<file path="config.mk">
export PLATFORM = sky130hd
export DESIGN_NAME = trb_timer
export DESIGN_NICKNAME = d
export VERILOG_FILES = /design/src/core/trb_timer.v /design/src/core/trb_prescaler.v
export VERILOG_INCLUDE_DIRS = /design/src /design/src/core
export SDC_FILE = /design/constraint.sdc
export NUM_CORES = 1
export LEC_CHECK = 0
export BUFFER_PORTS_ARGS = -buffer_cell sky130_fd_sc_hd__buf_4
export CAP_MARGIN = 20
export CORE_MARGIN = 3
export CORE_UTILIZATION = 31
export CTS_CLUSTER_DIAMETER = 100
export DETAILED_ROUTE_END_ITERATION = 10
export GPL_TIMING_DRIVEN = 0
export PLACE_DENSITY_LB_ADDON = 0.25
export SLEW_MARGIN = 10
export SYNTH_ARGS = -nofsm -noshare
export SYNTH_HDL_FRONTEND = slang
export SYNTH_SLANG_ARGS = --single-unit
</file>
<file path="constraint.sdc">
create_clock -name mclk -period 3.24 [get_ports mclk]
set_clock_uncertainty 0.2 [all_clocks]
set_input_delay 0.486 -clock mclk [delete_from_list [all_inputs] [get_ports mclk]]
set_output_delay 0.486 -clock mclk [all_outputs]
set_load 0.005 [all_outputs]
</file>
<file path="src/core/trb_regs.vh">
// Register offsets, field positions, reset values and timing counts of the reload timer.
`ifndef TRB_REGS_VH
`define TRB_REGS_VH
// ********************************************************************
// Register locations
// ********************************************************************
// Mode, count and reload are word indices: the byte address is four times the index.
`define TRB_MODE_OFS 12'h0dc
`define TRB_COUNT_OFS 12'h0dd
`define TRB_RELOAD_OFS 12'h0de
// Status and mask are byte addresses, clear of the indexed words.
`define TRB_IRQ_STAT_OFS 12'h0e0
`define TRB_IRQ_MASK_OFS 12'h0e4
// ********************************************************************
// Mode register fields
// ********************************************************************
`define TRB_PWM_BIT 0
`define TRB_TOGGLE_BIT 1
`define TRB_ALOAD_BIT 2
`define TRB_CKS_BIT 3
`define TRB_RATE_LSB 4
`define TRB_RATE_MSB 6
`define TRB_RUN_BIT 7
// ********************************************************************
// Reset values and timing
// ********************************************************************
`define TRB_MODE_RST 8'h00
`define TRB_COUNT_RST 8'h00
`define TRB_RELOAD_RST 8'h00
`define TRB_MASK_RST 1'b0
`define TRB_PRESCALE_MAX 8'hff
`endif

</file>
<file path="src/core/trb_timer.v">
// Reload timer with event counting, buzzer toggle and PWM output, on an APB slave.
//
// The implementer's own choice: the APB register port.
`timescale 1ns/1ps
`include "trb_regs.vh"
//
// Summary of operation
// - With autoload set and PWM off, an overflow copies the reload value into the count.
// - Reload value is a write-only 8-bit register, zero after reset.
// - Boundary 256, or with PWM on and internal clock 256/64/32/16.
// - Toggle output flips the pin each overflow and takes over the pin.
// - Clearing the run bit stops counting, toggle output and PWM.
// - Count leaving 0xFF sets the overflow flag, running or not.
// - PWM output is high while count is below reload, else low.
// - PWM output is forced high when the counter wraps to zero.
// - Duty is reload over modulus, values kept below the modulus.
// - PWM select drives the PWM waveform onto the shared pin.
// - In PWM mode each wrap sets the overflow flag.
// - Prescale codes 000 to 111 divide by 256 down to 2.
// - External source counts falling event edges and masks the event irq.
module trb_timer (
    input wire mclk,
    input wire reset_n,
    input wire psel,
    input wire penable,
    input wire pwrite,
    input wire [11:0] paddr,
    input wire [31:0] pwdata,
    output reg [31:0] prdata,
    output wire pready,
    output wire pslverr,
    input wire ext_event_input,
    output wire ext_event_irq_block,
    output reg shared_output_pin,
    output wire shared_output_pin_oe,
    output wire irq
);
    // ****************************************************************
    // Register state
    // ****************************************************************
    reg [7:0] timer_mode_reg;
    reg [7:0] count_value_reg;
    reg [7:0] reload_value_reg;
    reg overflow_irq_flag;
    reg overflow_irq_enable;
    reg toggle_state;
    reg [2:0] event_sync;

    // ****************************************************************
    // Mode register fields
    // ****************************************************************
    wire pwm_out_select = timer_mode_reg[`TRB_PWM_BIT];
    wire toggle_out_select = timer_mode_reg[`TRB_TOGGLE_BIT];
    wire autoload_select = timer_mode_reg[`TRB_ALOAD_BIT];
    wire clock_source_select = timer_mode_reg[`TRB_CKS_BIT];
    wire [2:0] prescale_select = timer_mode_reg[`TRB_RATE_MSB:`TRB_RATE_LSB];
    wire counter_run = timer_mode_reg[`TRB_RUN_BIT];

    // ****************************************************************
    // APB decode
    // ****************************************************************
    // The slave never waits, so every access completes in its first access cycle.
    assign pready = 1'b1;

    // Indexed registers sit at four times their index, so the low address bits are zero.
    function hit_index;
        input [11:0] addr;
        input [11:0] idx;
        begin
            hit_index = (addr == {idx[9:0], 2'b00});
        end
    endfunction

    // Status and mask are placed by their byte address.
    function hit_byte;
        input [11:0] addr;
        input [11:0] ofs;
        begin
            hit_byte = (addr == ofs);
        end
    endfunction

    wire sel_mode = hit_index(paddr, `TRB_MODE_OFS);
    wire sel_count = hit_index(paddr, `TRB_COUNT_OFS);
    wire sel_reload = hit_index(paddr, `TRB_RELOAD_OFS);
    wire sel_stat = hit_byte(paddr, `TRB_IRQ_STAT_OFS);
    wire sel_mask = hit_byte(paddr, `TRB_IRQ_MASK_OFS);
    wire mapped = sel_mode || sel_count || sel_reload || sel_stat || sel_mask;
    wire access = psel && penable;
    wire rd_setup = psel && !penable && !pwrite;
    assign pslverr = access && !mapped;

    // ****************************************************************
    // Register write strobes
    // ****************************************************************
    wire wr = access && pwrite;
    wire wr_mode = wr && sel_mode;
    wire wr_count = wr && sel_count;
    wire wr_reload = wr && sel_reload;
    wire wr_stat = wr && sel_stat;
    wire wr_mask = wr && sel_mask;

    // ****************************************************************
    // Read data
    // ****************************************************************
    reg [31:0] next_prdata;

    // The word is captured in the setup cycle so that it stands through the access.
    always @* begin
        next_prdata = 32'h00000000;
        if (sel_mode) begin
            next_prdata = {24'h000000, timer_mode_reg};
        end else if (sel_count) begin
            next_prdata = {24'h000000, count_value_reg};
        end else if (sel_stat) begin
            next_prdata = {31'h00000000, overflow_irq_flag};
        end else if (sel_mask) begin
            next_prdata = {31'h00000000, overflow_irq_enable};
        end
        // The reload register is write-only and reads as zero, as do unmapped words.
    end

    always @(posedge mclk) begin
        if (!reset_n) begin
            prdata <= 32'h00000000;
        end else if (rd_setup) begin
            prdata <= next_prdata;
        end
    end

    // ****************************************************************
    // Tick sources
    // ****************************************************************
    wire prescale_tick;

    // The prescaler restarts while stopped, so the first tick after a start is a full period.
    trb_prescaler u_prescaler (
        .mclk(mclk),
        .reset_n(reset_n),
        .run(counter_run),
        .rate(prescale_select),
        .tick(prescale_tick)
    );

    // ****************************************************************
    // Event input synchroniser
    // ****************************************************************
    reg event_level;

    always @(posedge mclk) begin
        if (!reset_n) begin
            event_sync <= 3'b111;
        end else begin
            event_sync <= {event_sync[1:0], ext_event_input};
        end
    end

    // A new level counts once stages two and three agree, which rejects a single-sample
    // glitch; the level starts at the idle high, so no false fall follows reset.
    always @(posedge mclk) begin
        if (!reset_n) begin
            event_level <= 1'b1;
        end else if (event_sync[2:1] == 2'b00) begin
            event_level <= 1'b0;
        end else if (event_sync[2:1] == 2'b11) begin
            event_level <= 1'b1;
        end
    end

    wire event_fall = event_level && (event_sync[2:1] == 2'b00);
    assign ext_event_irq_block = clock_source_select;
    wire tick = clock_source_select ? event_fall : prescale_tick;

    // ****************************************************************
    // Modulus select
    // ****************************************************************
    // PWM on the event clock keeps the full 256 count period.
    wire pwm_mode = pwm_out_select && !clock_source_select;

    // Top count of the selected modulus: 256, 64, 32 or 16 counts per period.
    function [7:0] modulus_top;
        input pwm;
        input [1:0] sel;
        begin
            modulus_top = 8'hff;
            if (pwm) begin
                case (sel)
                    2'b00: modulus_top = 8'hff;
                    2'b01: modulus_top = 8'h3f;
                    2'b10: modulus_top = 8'h1f;
                    2'b11: modulus_top = 8'h0f;
                    default: modulus_top = 8'hff;
                endcase
            end
        end
    endfunction

    wire [7:0] modulus_mask = modulus_top(pwm_mode, {autoload_select, toggle_out_select});

    // ****************************************************************
    // Counter
    // ****************************************************************
    wire step = counter_run && tick;
    wire at_top = ((count_value_reg & modulus_mask) == modulus_mask);
    wire overflow = step && at_top;
    reg [7:0] wrap_value;
    reg [7:0] next_count;

    // Autoload only applies with PWM off; otherwise a wrap restarts at zero.
    always @* begin
        wrap_value = 8'h00;
        if (autoload_select && !pwm_out_select) begin
            wrap_value = reload_value_reg;
        end
    end

    // A software write and a tick in the same cycle: the write wins and the tick is lost.
    always @* begin
        next_count = count_value_reg;
        if (wr_count) begin
            next_count = pwdata[7:0];
        end else if (overflow) begin
            next_count = wrap_value;
        end else if (step) begin
            next_count = count_value_reg + 8'h01;
        end
    end

    // Leaving 0xFF by a wrap or a write raises the flag, as does every wrap in PWM mode.
    wire flag_set = ((count_value_reg == 8'hff) && (next_count != 8'hff)) ||
        (pwm_mode && overflow);

    // ****************************************************************
    // Mode, reload and mask registers
    // ****************************************************************
    always @(posedge mclk) begin
        if (!reset_n) begin
            timer_mode_reg <= `TRB_MODE_RST;
        end else if (wr_mode) begin
            timer_mode_reg <= pwdata[7:0];
        end
    end

    // There is no read-back, so software must always write the whole byte.
    always @(posedge mclk) begin
        if (!reset_n) begin
            reload_value_reg <= `TRB_RELOAD_RST;
        end else if (wr_reload) begin
            reload_value_reg <= pwdata[7:0];
        end
    end

    always @(posedge mclk) begin
        if (!reset_n) begin
            overflow_irq_enable <= `TRB_MASK_RST;
        end else if (wr_mask) begin
            overflow_irq_enable <= pwdata[0];
        end
    end

    // ****************************************************************
    // Count register
    // ****************************************************************
    always @(posedge mclk) begin
        if (!reset_n) begin
            count_value_reg <= `TRB_COUNT_RST;
        end else begin
            count_value_reg <= next_count;
        end
    end

    // ****************************************************************
    // Overflow flag
    // ****************************************************************
    // A new overflow wins over a clear in the same cycle, so no event is lost.
    always @(posedge mclk) begin
        if (!reset_n) begin
            overflow_irq_flag <= 1'b0;
        end else if (flag_set) begin
            overflow_irq_flag <= 1'b1;
        end else if (wr_stat && pwdata[0]) begin
            overflow_irq_flag <= 1'b0;
        end
    end

    // ****************************************************************
    // Interrupt output
    // ****************************************************************
    assign irq = overflow_irq_flag && overflow_irq_enable;

    // ****************************************************************
    // Buzzer toggle
    // ****************************************************************
    // The toggle restarts low on every start, so the first half period is full length.
    always @(posedge mclk) begin
        if (!reset_n) begin
            toggle_state <= 1'b0;
        end else if (!counter_run) begin
            toggle_state <= 1'b0;
        end else if (overflow && toggle_out_select && !pwm_out_select) begin
            toggle_state <= !toggle_state;
        end
    end

    // ****************************************************************
    // Output pin
    // ****************************************************************
    // Toggle is ignored while PWM is selected, so PWM takes precedence.
    assign shared_output_pin_oe = pwm_out_select || toggle_out_select;

    // The compare uses the count that the pin stands beside, so register changes show at
    // once; a reload written in mid-period can therefore give one malformed cycle.
    wire pwm_level = (next_count < reload_value_reg);
    reg next_pin;

    always @* begin
        next_pin = 1'b0;
        if (counter_run) begin
            if (pwm_out_select) begin
                if (overflow) begin
                    next_pin = 1'b1;
                end else begin
                    next_pin = pwm_level;
                end
            end else begin
                next_pin = toggle_state;
            end
        end
    end

    always @(posedge mclk) begin
        if (!reset_n) begin
            shared_output_pin <= 1'b0;
        end else begin
            shared_output_pin <= next_pin;
        end
    end
endmodule

</file>
<file path="src/core/trb_prescaler.v">
// Prescaler that turns the CPU cycle clock into a one-cycle tick enable.
`timescale 1ns/1ps
module trb_prescaler (
    input wire mclk,
    input wire reset_n,
    input wire run,
    input wire [2:0] rate,
    output reg tick
);
    reg [7:0] div_count;
    wire [7:0] next_div_count;
    reg [7:0] tap_mask;

    // Code 000 divides by 256, each higher code halves the period.
    always @* begin
        tap_mask = 8'hff >> rate;
    end

    assign next_div_count = div_count + 8'h01;

    always @(posedge mclk) begin
        if (!reset_n || !run) begin
            div_count <= 8'h00;
            tick <= 1'b0;
        end else begin
            div_count <= next_div_count;
            tick <= ((div_count & tap_mask) == tap_mask);
        end
    end
endmodule

</file>
==> impl_metrics.json, run 1 <==
{
  "status": "complete, no violations",
  "crit_path_top_delay_cell": "dfxtp_1",
  "gr-total-overflow": 0,
  "fp-row-count": 34,
  "final_area_um2": 3543,
  "track_usage_pct": 13.82,
  "io_pins": 88,
  "timing.setup.tns_ns": 0,
  "yosysSeqAreaShare_pct": 34.19,
  "reg2reg_slack_ns": 0.22,
  "peakVddDrop_v": 0.0001586,
  "ys_seq_elements": 49,
  "synth_edf_count": 0,
  "clk_pin_slew_ns": 0.09,
  "synth_cell_type_count": 52,
  "max-cap-violations": 0,
  "placed_cells": 514,
  "async_reset_ff_share_pct": 0,
  "avgViaCountPerCell": 4.714,
  "cts-root-buf": "clkbuf_8",
  "reg2reg_depth": 14,
  "fin_cells": 524,
  "crit_end": "shared_output_pin",
  "utilization_pct": 40.05,
  "nets": 475,
  "slew-limit-headroom_pct": 33.87,
  "startpoint": "event_sync[1]",
  "place_ws_ns": -0.1104,
  "cp-end-kind": "flip-flop",
  "dr.pass1.iters": 5,
  "cpPeakStageDelay_ns": 0.31,
  "period_needed_ns": 3.024,
  "synth_area_leaders": "dfxtp_1, mux2i_1, buf_4",
  "cp_common_cell": "o21a_1",
  "grt_pass1_vias": 2359,
  "hold_violations": 0,
  "slew_violations": 0,
  "synth_warnings": 0,
  "fin_hold_ws_ns": 0.1547,
  "drt_iter0_markers": 124,
  "h-tree-depth": 2,
  "synth_area_um2": 2869,
  "antenna_found_initial": 0,
  "postSynthAreaPerCell_um2": 8.316,
  "routabilityCongestion": 0.8927,
  "core_um2": 8848,
  "portBuffers": 38,
  "avgRoutedWirePerCell_um": 13.35,
  "period_share_pct": 93.34,
  "drive_above_1_share_pct": 23.32,
  "cts_tree": "yes",
  "tightest_slew_ns": 0.9883,
  "min_path_type": "input pin to flip-flop",
  "cp_max_fo": 6,
  "power_density_nw_per_um2": 313.4,
  "hp-start": "ext_event_input",
  "nFillCells": 936,
  "synth-main-ff-cell": "dfxtp_1",
  "fmax_mhz": 330.7,
  "area_growth_pct": 23.51,
  "num_vias": 2470,
  "place_area_um2": 3376,
  "clock_latency_ns": 0.31,
  "dieHeight_um": 102.2,
  "place_hpwl_um": 5565,
  "antenna_cells": 0,
  "drc": 0,
  "worstSetupPathType": "flip-flop to flip-flop",
  "clock-sinks": 49,
  "final.setup.worst_slack_ns": 0.2159,
  "yosysTopAreaCell": "dfxtp_1",
  "crit_required_ns": 3.27,
  "cts_made_buffers": 5,
  "setup_violations": 0,
  "die_w_um": 102.2,
  "cp.arrival_ns": 3.06,
  "path_cells": "inv_1 -> ha_2 -> nand4_4 -> and2_4 -> buf_6 -> nand3b_4 -> o211ai_1 -> o21a_1 -> ha_1 -> o21a_1 -> o21a_1 -> o2111ai_1 -> a31oi_1 -> o22ai_1",
  "synth_top_area_share_pct": 34.19,
  "p_leak_nw": 1.529,
  "drt_wl_total_um": 6998,
  "initial_core_util_pct": 32.42,
  "grt_pass1_wl_um": 11360,
  "die_area_um2": 10440,
  "grt_max_degree": 16,
  "critPathLaunchType": "flip-flop",
  "power_mw": 1.110,
  "r2r_end": "shared_output_pin",
  "rr_startpoint": "event_sync[1]",
  "synth_cells": 345,
  "cts_buffer_depth": 2,
  "ant_nets": 0
}
[layout by cell type, fill, tap and decap left out, types with 3 or more instances in the layout]
| cell | instances |
|---|---|
| buf_4 | 65 |
| dfxtp_1 | 49 |
| nor2_1 | 41 |
| nand2_1 | 32 |
| mux2i_1 | 26 |
| conb_1 | 25 |
| inv_1 | 20 |
| a21oi_1 | 19 |
| nand3_1 | 16 |
| o21ai_0 | 13 |
| ha_1 | 9 |
| clkbuf_8 | 7 |
| nand2b_1 | 5 |
| xor2_1 | 5 |
| o21a_1 | 5 |
| xnor2_1 | 5 |
| clkbuf_1 | 5 |
| mux2_2 | 5 |
| or3_1 | 4 |
| nor3_1 | 4 |
| and2_1 | 4 |
| and3_1 | 3 |
[per-layer routing]
layer,up-vias,global-route usage [%],share of wire [%]
met4,0,4.137,0.97
li1,1289,-,-
met1,1110,18.42,47
met2,65,22.59,47
met3,6,2.799,4.7
met5,-,0,0
[worst min-delay path by stage]
| stage | endpoint | slack (ns) | cells after the start |
|---|---|---|---|
| finish | event_sync[0] | 0.15 | 2 |
| global route | event_sync[0] | 0.15 | 2 |
| CTS | event_sync[0] | 0.15 | 2 |
| detailed placement | event_sync[1] | 0.20 | 1 |
| global placement | event_sync[1] | 0.19 | 1 |
| floorplan | event_sync[1] | 0.19 | 1 |
[cells in the mapped netlist, types with 6 or more instances]
cell type,instances
dfxtp_1,49
nor2_1,41
nand2_1,32
mux2i_1,26
buf_4,25
a21oi_1,20
inv_1,20
nand3_1,17
o21ai_0,13
ha_1,10
nor3_1,6
[power by group]
group | total (mW) | internal, mW | switching (mW)
Combinational | 0.0915 | 0.0487 | 0.0428
Sequential | 0.604 | 0.604 | 0.000644
Clock | 0.415 | 0.198 | 0.217
[cell type report]
type | instances | area, um^2 | share of cell area, %
multi-input combinational | 265 | 1715 | 48.41
sequential | 49 | 980.9 | 27.68
timing repair buffer | 40 | 300.3 | 8.475
buffer | 34 | 231.5 | 6.532
tap | 108 | 135.1 | 3.814
clock buffer | 7 | 96.34 | 2.719
inverter | 20 | 75.07 | 2.119
clock inverter | 1 | 8.758 | 0.2472
[what timing repair did]
action	4_1_cts	5_1_grt
endpoints found under the setup margin	0	1
hold buffers	0	0
buffers inserted	0	2
gates resized for setup	0	10
[logic make-up after synthesis]
logic type | synth area share, %
other | 0.2618
xor gates and xnor gates | 3.053
and+or+nand+nor | 22.24
adders and majority gates | 4.361
muxes | 11.03
AOI/OAI and AO/OA | 14.17
buffers and inverters | 10.68
DFF | 34.19
[worst max-delay path, delay by kind of cell, from the launching register on]
family	cells	cell delay, ns
AOI/OAI and AO/OA	7	1.23
and+or+nand+nor	3	0.58
adders and majority gates	2	0.44
DFF	1	0.31
buffers and inverters	2	0.19
Power figures use the tool's default switching activity.
==> run 2, diff against run 1 <==
Settings changed: TNS_END_PERCENT from default to 100.
Clock period 3.24 ns to 2.9 ns, I/O delays scaled along.
==> run 2 against run 1 <==
Against the previous run: combinational power is 14% higher; wire length rose by 2.3%; non-clock buffer count is 5 higher; worst hold slack got worse by 0.051 ns; clock power increased by 11%; flip-flop and latch count did not move; register-to-register slack worse by 0.17 ns; cell count up 0.95%; die area unchanged; critical path type unchanged; largest cell class unchanged.
==> impl_metrics.json, run 2 (synthesized netlist as in run 1, its figures left out) <==
{
  "clock_latency_ns": 0.31,
  "max-cap-violations": 0,
  "grt_max_degree": 16,
  "cts_made_buffers": 5,
  "drt_wl_total_um": 7156,
  "period_needed_ns": 2.851,
  "reg2reg_slack_ns": 0.05,
  "nets": 480,
  "nFillCells": 918,
  "min_path_type": "input pin to flip-flop",
  "dr.pass1.iters": 4,
  "peakVddDrop_v": 0.0001736,
  "mostFrequentLayoutCells": "buf_4, dfxtp_1, nor2_1",
  "tightest_slew_ns": 0.9659,
  "grt_pass1_wl_um": 11520,
  "slew_violations": 0,
  "worstSetupPathType": "flip-flop to flip-flop",
  "rsz0062_at_grt": "true",
  "cp-end-kind": "flip-flop",
  "clk_pin_slew_ns": 0.09,
  "avgRoutedWirePerCell_um": 13.53,
  "area_growth_pct": 28.13,
  "status": "complete, no violations",
  "period_share_pct": 98.30,
  "cts-root-buf": "clkbuf_8",
  "clock-sinks": 49,
  "cp.arrival_ns": 2.88,
  "cts_buffer_depth": 2,
  "core_um2": 8848,
  "cp_max_fo": 6,
  "critPathLaunchType": "flip-flop",
  "die_area_um2": 10440,
  "timing.setup.tns_ns": 0,
  "drc": 0,
  "avgViaCountPerCell": 4.715,
  "die_w_um": 102.2,
  "grt_pass1_vias": 2407,
  "routabilityCongestion": 0.8927,
  "h-tree-depth": 2,
  "antenna_found_initial": 0,
  "drive_above_1_share_pct": 28.27,
  "setup_violations": 0,
  "gr-total-overflow": 0,
  "initial_core_util_pct": 32.42,
  "dieHeight_um": 102.2,
  "track_usage_pct": 14.01,
  "antenna_cells": 0,
  "drt_iter0_markers": 150,
  "fin_cells": 529,
  "fmax_mhz": 350.8,
  "fp-row-count": 34,
  "hold_violations": 0,
  "io_pins": 88,
  "place_hpwl_um": 5565,
  "placed_cells": 514,
  "portBuffers": 38,
  "power_mw": 1.240,
  "power_density_nw_per_um2": 337.3,
  "final_common_cell": "buf_4",
  "num_vias": 2494,
  "cts_tree": "yes",
  "crit_required_ns": 2.93,
  "ant_nets": 0,
  "utilization_pct": 41.54,
  "slew-limit-headroom_pct": 35.37,
  "p_leak_nw": 1.590
}
## run 2: final timing paths
check / depth (start not counted) / from / end
max: 13 / event_sync[1] / shared_output_pin
min: 2 / ext_event_input / event_sync[0]
max reg2reg: 13 / event_sync[1] / shared_output_pin
min reg2reg: 1 / event_sync[0] / event_sync[1]
## run 2: report_power, final
group	switching [mW]	internal, mW
registers	0.000899	0.675
logic	0.0486	0.0551
clock network	0.240	0.221
## run 2: worst max-delay path, cell delays in order, from the launching register on
cell and delay (ns):
dfxtp_2 0.33, inv_2 0.06, ha_4 0.14, nand4_4 0.19, and2_4 0.26, nand3b_4 0.15, o211ai_1 0.23, o21a_1 0.20
ha_1 0.24, o21a_1 0.17, o21a_1 0.18, o2111ai_2 0.18, a31oi_2 0.06, o22ai_1 0.19
## run 2: timing repair
item	CTS	global route
gates resized for setup	21	14
hold buffers	0	0
setup endpoints to repair	1	1
setup buffers	7	1
cloned	0	0
pin swaps	9	7
## run 2: through the flow
step / setup WS (ns) / hold WS (ns) / cell area (um^2)
final: 0.04943 / 0.1033 / 3676
after global routing: -0.1139 / 0.09708 / 3676
after CTS: 0.01198 / 0.1012 / 3605
after detailed placement: -0.3994 / 0.2012 / 3376
after global placement: -0.4133 / 0.1899 / 3376
after floorplan: 0.01879 / 0.1863 / 2955
## run 2: routing by layer
metal  share of wire [%]  routed length, um  track usage, %  vias up
met5                   0                  0               0        -
met4                 1.2                 84           4.642        0
met3                 4.5                325           2.799        8
met2                  47               3372           22.74       73
met1                  47               3373           18.63     1115
li1                    -                  -               -     1298
## run 2: final cells by class
class / instances / area [um^2] / share of cell area [%]
timing repair buffer: 46 / 349.1 / 9.496
clock buffer: 7 / 96.34 / 2.621
clock inverter: 1 / 8.758 / 0.2383
sequential: 49 / 985.9 / 26.82
tap: 108 / 135.1 / 3.676
inverter: 20 / 75.07 / 2.042
multi-input combinational: 265 / 1803 / 49.05
buffer: 33 / 222.7 / 6.059
